## src/vrs_regs.vh

```
// vrs_regs.vh: offsets, fields, reset values and timing counts of the reference sequencer
// assumes a 20 MHz core clock and reference codes in 12.5 mV units
`ifndef VRS_REGS_VH
`define VRS_REGS_VH
`define VRS_CLK_NS        50
`define VRS_ADR_CMD       4'h0
`define VRS_ADR_STATUS    4'h4
`define VRS_ADR_START     4'h8
`define VRS_CMD_CODE_MSB  6
`define VRS_CMD_CORE_BIT  8
`define VRS_CMD_NB_BIT    9
`define VRS_REF_TOP       8'h7c
`define VRS_PAR_LOW_BASE  8'h5d
`define VRS_PAR_SPLIT     6'h24
`define VRS_SER_OFF       7'h7c
`define VRS_SLEW_STEP_NS  3846
`define VRS_SS_STEP_NS    1000
`define VRS_POR_CYCLES    4'h8
`define VRS_RESET_REF     8'h00
`endif

```

## src/vrs_sequencer.v

```verilog
// vrs_sequencer.v: reference target decode and soft-start / slew / power-down sequencer
// assumes pins are asynchronous to clk_i and software reaches registers over classic wishbone
//
// Operation
// [RL1] parallel code 100100 is 0.7125 V, steps down
// [RL2] fixed-vid low: pins give 1.1/1.0/0.9/0.8 V
// [RL3] start pins decoded only after power-on reset
// [RL4] enable rise latches start code for both planes
// [RL5] soft-start stair-steps both references to target
// [RL6] soft-start done and regulated raises power-good
// [RL7] enable fall drops power-good, ramps to zero
// [RL8] fixed-vid high: pins give 1.4/1.2/1.0/0.8 V
// [RL9] fixed mode keeps tracking strapped pins
// [RL10] host power-ok after power-good enables commands
// [RL11] set-vid command steps addressed planes
// [RL12] core plane off keeps power-good asserted
// [RL13] host keeps northbridge plane on meanwhile
// [RL14] host power-ok loss returns to held start
// [RL15] no start pin resampling during that return
// [RL16] power-ok return holds level, awaits command
// [RL17] power-good loss ramps both planes down
// [RL18] serial code 0 is 1.55 V, 7c-7f off
// [RL19] interface select latched at enable rise
// [RL20] target change slews at 3.25 mV/us
// [RL21] references hold; soft-start step period fixed
//
// Decided for this implementation: the placing of the registers and the Wishbone register port.
`timescale 1ns/1ps
`include "vrs_regs.vh"
module vrs_sequencer #(
  parameter SS_STEP_NS = `VRS_SS_STEP_NS
) (
  input  wire        clk_i,
  input  wire        resetn_i,
  input  wire        enable_i,
  input  wire        fixed_vid_enable_i,
  input  wire        host_power_ok_i,
  input  wire        serial_vid_clock_i,
  input  wire        serial_vid_data_i,
  input  wire        interface_select_i,
  input  wire [5:0]  parallel_code_i,
  input  wire        planes_in_regulation_i,
  output reg  [7:0]  core_ref_o,
  output reg  [7:0]  northbridge_ref_o,
  output reg         planes_power_good_o,
  output wire        serial_code_mode_o,
  input  wire        wb_cyc_i,
  input  wire        wb_stb_i,
  input  wire        wb_we_i,
  input  wire [3:0]  wb_adr_i,
  input  wire [3:0]  wb_sel_i,
  input  wire [31:0] wb_dat_i,
  output reg  [31:0] wb_dat_o,
  output reg         wb_ack_o
);
  localparam [3:0] ST_OFF  = 4'b0001;
  localparam [3:0] ST_SOFT = 4'b0010;
  localparam [3:0] ST_RUN  = 4'b0100;
  localparam [3:0] ST_DOWN = 4'b1000;
  localparam integer SLEW_CYC = (`VRS_SLEW_STEP_NS / `VRS_CLK_NS) < 1 ? 1 :
                                (`VRS_SLEW_STEP_NS / `VRS_CLK_NS);
  localparam integer SS_CYC   = (SS_STEP_NS + `VRS_CLK_NS - 1) / `VRS_CLK_NS < 1 ? 1 :
                                (SS_STEP_NS + `VRS_CLK_NS - 1) / `VRS_CLK_NS;
  localparam integer NPIN = 13;

  // three-flop synchronisers, change accepted once stages two and three agree
  wire [NPIN-1:0] pin_raw = {parallel_code_i, planes_in_regulation_i, interface_select_i,
                             serial_vid_data_i, serial_vid_clock_i, host_power_ok_i,
                             fixed_vid_enable_i, enable_i};
  reg  [NPIN-1:0] pin_s1_reg;
  reg  [NPIN-1:0] pin_s2_reg;
  reg  [NPIN-1:0] pin_s3_reg;
  reg  [NPIN-1:0] pin_reg;
  genvar g;
  generate
    for (g = 0; g < NPIN; g = g + 1) begin : g_sync
      always @(posedge clk_i or negedge resetn_i) begin
        if (!resetn_i) begin
          pin_s1_reg[g] <= 1'b0;
          pin_s2_reg[g] <= 1'b0;
          pin_s3_reg[g] <= 1'b0;
          pin_reg[g]    <= 1'b0;
        end else begin
          pin_s1_reg[g] <= pin_raw[g];
          pin_s2_reg[g] <= pin_s1_reg[g];
          pin_s3_reg[g] <= pin_s2_reg[g];
          if (pin_s2_reg[g] == pin_s3_reg[g]) begin
            pin_reg[g] <= pin_s3_reg[g];
          end
        end
      end
    end
  endgenerate
  // filtered pin levels
  wire       en_w    = pin_reg[0];
  wire       fixen_w = pin_reg[1];
  wire       hpok_w  = pin_reg[2];
  wire [1:0] strap_w = {pin_reg[3], pin_reg[4]};
  wire       sel_w   = pin_reg[5];
  wire       reg_ok_w = pin_reg[6];
  wire [5:0] par_w   = pin_reg[12:7];

  // start code decode: {clock, data} strap pins
  function [7:0] start_ref;
    input       fixed;
    input [1:0] code;
    begin
      case ({fixed, code})
        3'b000:  start_ref = 8'h58; // [RL2]
        3'b001:  start_ref = 8'h50;
        3'b010:  start_ref = 8'h48;
        3'b011:  start_ref = 8'h40;
        3'b100:  start_ref = 8'h70; // [RL8]
        3'b101:  start_ref = 8'h60;
        3'b110:  start_ref = 8'h50;
        default: start_ref = 8'h40;
      endcase
    end
  endfunction

  function [7:0] par_ref;
    input [5:0] code;
    begin
      if (code >= `VRS_PAR_SPLIT) begin
        par_ref = `VRS_PAR_LOW_BASE - {2'b00, code}; // [RL1]
      end else begin
        par_ref = `VRS_REF_TOP - {1'b0, code, 1'b0};
      end
    end
  endfunction

  function [7:0] ser_ref;
    input [6:0] code;
    begin
      if (code >= `VRS_SER_OFF) begin
        ser_ref = 8'h00; // [RL18]
      end else begin
        ser_ref = `VRS_REF_TOP - {1'b0, code};
      end
    end
  endfunction

  // one reference unit toward target, otherwise hold
  function [7:0] step_ref;
    input [7:0] cur;
    input [7:0] tgt;
    begin
      if (cur < tgt) begin
        step_ref = cur + 8'h01;
      end else if (cur > tgt) begin
        step_ref = cur - 8'h01;
      end else begin
        step_ref = cur;
      end
    end
  endfunction

  // sequencer state and targets
  reg  [3:0]  por_cnt_reg;
  reg  [3:0]  state_reg;
  reg         en_d_reg;
  reg         hpok_d_reg;
  reg         serial_mode_reg;
  reg         fixed_mode_reg;
  reg         cmd_armed_reg;
  reg  [7:0]  start_reg;
  reg  [7:0]  core_tgt_reg;
  reg  [7:0]  nb_tgt_reg;
  reg  [12:0] tick_reg;
  wire        por_done_w = (por_cnt_reg == `VRS_POR_CYCLES);
  wire        en_rise_w  = en_w & ~en_d_reg & por_done_w;
  wire        tick_w     = (state_reg == ST_SOFT) ? (tick_reg >= SS_CYC - 1)
                                                  : (tick_reg >= SLEW_CYC - 1);
  wire        at_tgt_w   = (core_ref_o == core_tgt_reg) && (northbridge_ref_o == nb_tgt_reg);
  wire [7:0]  live_start_w = start_ref(fixen_w, strap_w);
  wire        wb_req_w   = wb_cyc_i & wb_stb_i;
  wire        cmd_wr_w   = wb_req_w & wb_ack_o & wb_we_i & (wb_adr_i == `VRS_ADR_CMD) &
                           wb_sel_i[0] & wb_sel_i[1];
  wire [7:0]  cmd_ref_w  = ser_ref(wb_dat_i[`VRS_CMD_CODE_MSB:0]);
  wire        cmd_core_w = wb_dat_i[`VRS_CMD_CORE_BIT];
  wire        cmd_nb_w   = wb_dat_i[`VRS_CMD_NB_BIT];
  wire        cmd_go_w   = cmd_wr_w & cmd_armed_reg;
  wire        down_req_w = ~en_w | ~reg_ok_w;
  // status word seen over the register bus
  wire [31:0] status_w   = {8'h00, northbridge_ref_o, core_ref_o, state_reg,
                            cmd_armed_reg, fixed_mode_reg, serial_mode_reg,
                            planes_power_good_o};
  assign serial_code_mode_o = serial_mode_reg;

  // control: start code latch, mode latch and target selection
  always @(posedge clk_i or negedge resetn_i) begin
    if (!resetn_i) begin
      por_cnt_reg         <= 4'h0;
      state_reg           <= ST_OFF;
      en_d_reg            <= 1'b0;
      hpok_d_reg          <= 1'b0;
      serial_mode_reg     <= 1'b0;
      fixed_mode_reg      <= 1'b0;
      cmd_armed_reg       <= 1'b0;
      start_reg           <= `VRS_RESET_REF;
      core_tgt_reg        <= `VRS_RESET_REF;
      nb_tgt_reg          <= `VRS_RESET_REF;
      planes_power_good_o <= 1'b0;
    end else begin
      if (!por_done_w) begin
        por_cnt_reg <= por_cnt_reg + 4'h1;
      end
      en_d_reg   <= en_w;
      hpok_d_reg <= hpok_w;
      case (state_reg)
        ST_OFF: begin
          planes_power_good_o <= 1'b0;
          if (en_rise_w) begin
            serial_mode_reg <= ~sel_w; // [RL19]
            fixed_mode_reg  <= fixen_w;
            start_reg       <= live_start_w; // [RL3] [RL4]
            core_tgt_reg    <= sel_w ? par_ref(par_w) : live_start_w;
            nb_tgt_reg      <= sel_w ? 8'h00 : live_start_w;
            cmd_armed_reg   <= 1'b0;
            state_reg       <= ST_SOFT;
          end
        end
        ST_SOFT: begin
          if (!en_w) begin
            core_tgt_reg <= 8'h00; // [RL7]
            nb_tgt_reg   <= 8'h00;
            state_reg    <= ST_DOWN;
          end else if (at_tgt_w && reg_ok_w) begin
            planes_power_good_o <= 1'b1; // [RL6]
            state_reg           <= ST_RUN;
          end
        end
        ST_RUN: begin
          if (down_req_w) begin
            planes_power_good_o <= 1'b0; // [RL7] [RL17]
            core_tgt_reg        <= 8'h00;
            nb_tgt_reg          <= 8'h00;
            state_reg           <= ST_DOWN;
          end else if (!serial_mode_reg) begin
            core_tgt_reg <= par_ref(par_w);
          end else if (fixed_mode_reg || fixen_w) begin
            fixed_mode_reg <= fixen_w; // [RL9]
            start_reg      <= live_start_w;
            core_tgt_reg   <= live_start_w;
            nb_tgt_reg     <= live_start_w;
          end else if (!hpok_w) begin
            cmd_armed_reg <= 1'b0;
            core_tgt_reg  <= start_reg; // [RL14] [RL15]
            nb_tgt_reg    <= start_reg;
          end else if (!hpok_d_reg) begin
            cmd_armed_reg <= 1'b1; // [RL10] [RL16]
          end else if (cmd_go_w) begin
            if (cmd_core_w) begin
              core_tgt_reg <= cmd_ref_w; // [RL11] [RL12]
            end
            if (cmd_nb_w) begin
              nb_tgt_reg <= cmd_ref_w; // [RL11]
            end
          end
        end
        ST_DOWN: begin
          planes_power_good_o <= 1'b0;
          core_tgt_reg        <= 8'h00;
          nb_tgt_reg          <= 8'h00;
          if (at_tgt_w) begin
            state_reg <= ST_OFF;
          end
        end
        default: state_reg <= ST_OFF;
      endcase
    end
  end

  // reference stepping: one unit toward target per tick, otherwise hold
  always @(posedge clk_i or negedge resetn_i) begin
    if (!resetn_i) begin
      tick_reg          <= 13'h0000;
      core_ref_o        <= `VRS_RESET_REF;
      northbridge_ref_o <= `VRS_RESET_REF;
    end else begin
      tick_reg <= tick_w ? 13'h0000 : tick_reg + 13'h0001;
      if (tick_w && (state_reg != ST_OFF)) begin
        core_ref_o        <= step_ref(core_ref_o, core_tgt_reg); // [RL5] [RL20] [RL21]
        northbridge_ref_o <= step_ref(northbridge_ref_o, nb_tgt_reg); // [RL5] [RL20]
      end
    end
  end

  // wishbone slave: ack one cycle after request, dropped the cycle after
  always @(posedge clk_i or negedge resetn_i) begin
    if (!resetn_i) begin
      wb_ack_o <= 1'b0;
      wb_dat_o <= 32'h00000000;
    end else begin
      wb_ack_o <= wb_req_w & ~wb_ack_o;
      case (wb_adr_i)
        `VRS_ADR_STATUS: wb_dat_o <= status_w;
        `VRS_ADR_START:  wb_dat_o <= {24'h000000, start_reg};
        default:         wb_dat_o <= 32'h00000000;
      endcase
    end
  end
endmodule // vrs_sequencer
```

## config.mk

```make
export PLATFORM = sky130hd
export DESIGN_NAME = vrs_sequencer
export DESIGN_NICKNAME = d
export VERILOG_FILES = /design/src/vrs_sequencer.v
export VERILOG_INCLUDE_DIRS = /design/src
export SDC_FILE = /design/constraint.sdc
export NUM_CORES = 1
export LEC_CHECK = 0
export CAP_MARGIN = 20
export CELL_PAD_IN_SITES_DETAIL_PLACEMENT = 1
export CELL_PAD_IN_SITES_GLOBAL_PLACEMENT = 2
export CORE_ASPECT_RATIO = 1.4
export CORE_MARGIN = 5
export CORE_UTILIZATION = 42
export CTS_CLUSTER_DIAMETER = 80
export DETAILED_ROUTE_END_ITERATION = 16
export DONT_BUFFER_PORTS = 1
export HOLD_SLACK_MARGIN = 0.08
export MAX_ROUTING_LAYER = met4
export PLACE_DENSITY_LB_ADDON = 0.1
export SETUP_SLACK_MARGIN = 0.2
export SYNTH_ARGS = -nofsm -noshare
export SYNTH_HDL_FRONTEND = slang
export SYNTH_SLANG_ARGS = --single-unit
```

## constraint.sdc

```tcl
create_clock -name clk_i -period 3.85 [get_ports clk_i]
set_clock_uncertainty 0.15 [all_clocks]
set_input_delay 0.77 -clock clk_i [delete_from_list [all_inputs] [get_ports clk_i]]
set_output_delay 0.77 -clock clk_i [all_outputs]
set_load 0.02 [all_outputs]
```

==> impl_results.md <==
* Pin count of the biggest net entering global routing at 141
* Top cells by count, synth: 139 x dfrtp_1, 36 x nor2_1, 35 x ha_1
* FMAX at 291 MHz
* Worst path top cell family by delay: compound AO/OA/AOI/OAI gates
* Reg2reg setup slack at 0.41 ns
* Syn avg cell area at 11.4 um2
* Initial antenna violation count at 0
* I/O Pins at 109
* Largest cells by area after synthesis: dfrtp_1 53%, ha_1 6.7%, xnor2_1 2.7%, and2_1 2.5%, mux2_2 2.4%
* Pwr Density at 884 nW/um2
* Post-synth top area share at 52.8%
* Worst R2R End: core_ref_o[6]$_DFFE_PN0P_
* Max VDD drop at 500 uV
* Biggest register: wb_dat_o
* GR Overflow Total at 0
* Worst-path cell with the longest stage delay: dfrtp_1
* TritonCTS clock tree: built
* Final hold vios at 139
* Vias at 4219
* Hold slack at -0.114 ns
* FP Rows at 54
* Number of vias per cell at 5.29
* CP Launch Point: core_ref_o[5]$_DFFE_PN0P_
* Commonest register cell after synthesis: dfrtp_1
* CTS Buf Count at 17
* Tmin final at 3.44 ns
* CP dominant cell by count: a21oi_1
* TNS Setup at 0 ns
* Synth warn at 0
* Levels on crit path at 11
* Data required time of the critical path at 4.01 ns
* Post-synth EDFFs at 0
* Global-route wire length before repair at 23900 um
* Initial core utilization at 42.6%
* Clock slew at reported path FFs at 0.06 ns
* Worst-margin pin slew at 0.681 ns
* Non-Filler Instances at 797
* First-pass DRT Iterations at 4
* Die Height at 158 um
* Depth of the CTS H-tree at 4
* HPWL after detailed placement at 10400 um
* Setup Viol. Count Final at 0
* CTS Buffer Depth at 2
* Post-route antenna net violation count at 0
* Area of the multi-input gates at 2860 um2
* Max-slew headroom at 54.1%
* Postcts setup bufs at 0
* R2r startpoint: core_ref_o[5]$_DFFE_PN0P_
* # nets final at 683
* Cell Area, Synth at 6580 um2
* Cell breakdown of the critical path: ha_1 > a21oi_1 > o21ai_0 > or2_2 > fa_1 > a21o_1 > a21oi_1 > o21bai_1 > a21oi_1 > xnor2_1 > mux2_4
* Clock root buffer: clkbuf_16
* Worst hold-check path type: in -> async
* GPL Wtd Cong at 0.795
* RSZ-0062 raised after global routing: true
* Syn Inst Count at 577
* Arr. time, crit path at 3.60 ns
* Cells after DPL at 765
* Count of cell types in the netlist at 63
* Outcome: finished, violations left
* Async SR Flop Fraction at 100%
* Worst Setup EP: core_ref_o[6]$_DFFE_PN0P_
* Crit path kind: reg -> reg
* Most common cell in the netlist: dfrtp_1
* Worst Setup End Kind: flop
* Crit-path max cell delay at 0.51 ns
* Die ar. at 18300 um2
* Sink Count at 140
* Cell taking the most area after synthesis: dfrtp_1
* Layout cells sized above 1 at 12.3%
* Final count of pins violating max slew at 0
* Failing checks: hold timing
* Final Cycle Share at 89.3%
* Max reg flops at 24
* Synthesis-stage register bit count at 140
* Die X at 116 um
* Fillers at 1616
* Max Cap Viol at 0
* WL final at 14200 um
* GRT Overall Usage at 17.4%
* Pleak at 0.00339 uW
* Sequential Area at 3500 um2
* Seq/Total Area, Yosys at 53.2%
* Vias in the first global route at 4627
* I/O Buffers at 0
* Reg2Reg Depth at 11
* Ant. Diodes at 0
* Synthesis-to-finish area growth at 12.5%
* DRC at 0
* Number of DRC markers in iteration 0 at 238
* CP Launch Type: flop
* Wirelength per Cell at 17.8 um
* Clock Latency Late Sink at 0.42 ns
* CP bufs+invs at 0
* Core area at 15500 um2
* Maximum fanout along the worst path at 7
==> how the worst min path moves through the flow <==
stage,from,end,slack (ns)
4_1_cts,resetn_i,wb_dat_o[20]$_DFF_PN0_,-0.14
5_1_grt,resetn_i,wb_dat_o[15]$_DFF_PN0_,-0.14
6_report,resetn_i,wb_dat_o[20]$_DFF_PN0_,-0.11
3_5_place_dp,pin_s1_reg[11]$_DFF_PN0_,pin_s2_reg[11]$_DFF_PN0_,0.19
2_1_floorplan,pin_s1_reg[0]$_DFF_PN0_,pin_s2_reg[0]$_DFF_PN0_,0.18
3_3_place_gp,pin_s1_reg[7]$_DFF_PN0_,pin_s2_reg[7]$_DFF_PN0_,0.18
==> routing by layer <==
layer	track usage, %	up-vias	routed length [um]
li1	-	2023	-
met1	18.6	2117	5630
met2	30.6	63	7740
met3	5.28	16	638
met4	5.47	0	204
met5	-	-	0
==> through the flow <==
stage | utilization [%] | hold slack, ns | setup WS, ns | power (uW) | area, um2
final | 47.9 | -0.114 | 0.413 | 6540 | 7410
after global routing | 47.9 | -0.141 | 0.165 | 7070 | 7410
after CTS | 47.8 | -0.136 | 0.329 | 6610 | 7390
after detailed placement | 43.7 | 0.186 | 0.363 | 4820 | 6770
after global placement | 43.7 | 0.182 | 0.365 | 4690 | 6770
after floorplan | - | 0.181 | 0.675 | 4250 | 6630
==> area by class of cell <==
class                           instances  share of cell area [%]
Timing Repair Buffer                    6                   0.608
Tap cell                              196                    3.31
Inverter                               34                    1.72
Clock inverter                         15                    2.67
Multi-Input combinational cell        389                    38.6
Sequential cell                       140                    47.3
Clock buffer                           17                    5.74
==> cell usage in the layout (no fill, tap or decap), types with 3 or more instances in the layout <==
| cell | Yosys | routed |
|---|---|---|
| dfrtp_1 | 139 | 139 |
| nor2_1 | 36 | 36 |
| ha_1 | 35 | 35 |
| inv_1 | 34 | 34 |
| a21oi_1 | 31 | 31 |
| nand2_1 | 29 | 29 |
| and2_1 | 26 | 26 |
| xnor2_1 | 20 | 20 |
| o21ai_0 | 17 | 17 |
| nand3_1 | 17 | 17 |
| clkbuf_16 | 0 | 17 |
| mux2_2 | 14 | 14 |
| conb_1 | 1 | 14 |
| maj3_1 | 13 | 13 |
| mux2i_1 | 12 | 12 |
| nor2b_1 | 11 | 11 |
| xor2_1 | 11 | 11 |
| nor3_1 | 8 | 8 |
| mux2_4 | 6 | 6 |
| inv_6 | 0 | 6 |
| buf_4 | 8 | 6 |
| nand4_1 | 5 | 5 |
| a22oi_1 | 5 | 5 |
| a21o_1 | 5 | 5 |
| o22ai_1 | 5 | 5 |
| o211ai_1 | 4 | 4 |
| or2_2 | 4 | 4 |
| and3_1 | 4 | 4 |
| nor4_1 | 3 | 3 |
| a31oi_1 | 3 | 3 |
| a41o_1 | 3 | 3 |
| o21bai_1 | 3 | 3 |
| o2111ai_1 | 3 | 3 |
| a311oi_1 | 3 | 3 |
| o41ai_2 | 1 | 3 |
| o21a_1 | 3 | 3 |
| bufinv_16 | 0 | 3 |
| inv_8 | 0 | 3 |
==> report_power, final <==
group          switching, uW  internal [uW]  leakage, uW  total, uW
Clock                    684           1040     0.000305       1730
Sequential               404           1740      0.00174       2140
Combinational           1340           1330      0.00135       2680
==> cell families after synthesis <==
group | synth area share, %
and+or+nand+nor | 12.6
xor gates and xnor gates | 4.12
adders and majority gates | 9.24
buffers and inverters | 4.29
DFF | 53.2
other | 0.0570
AOI/OAI and AO/OA | 10.7
muxes | 5.76
==> timing repair <==
action	in CTS	in global routing
setup endpoints to repair	0	2
endpoints found under the hold margin	140	140
resized for setup	0	2
Power figures use the tool's default switching activity.
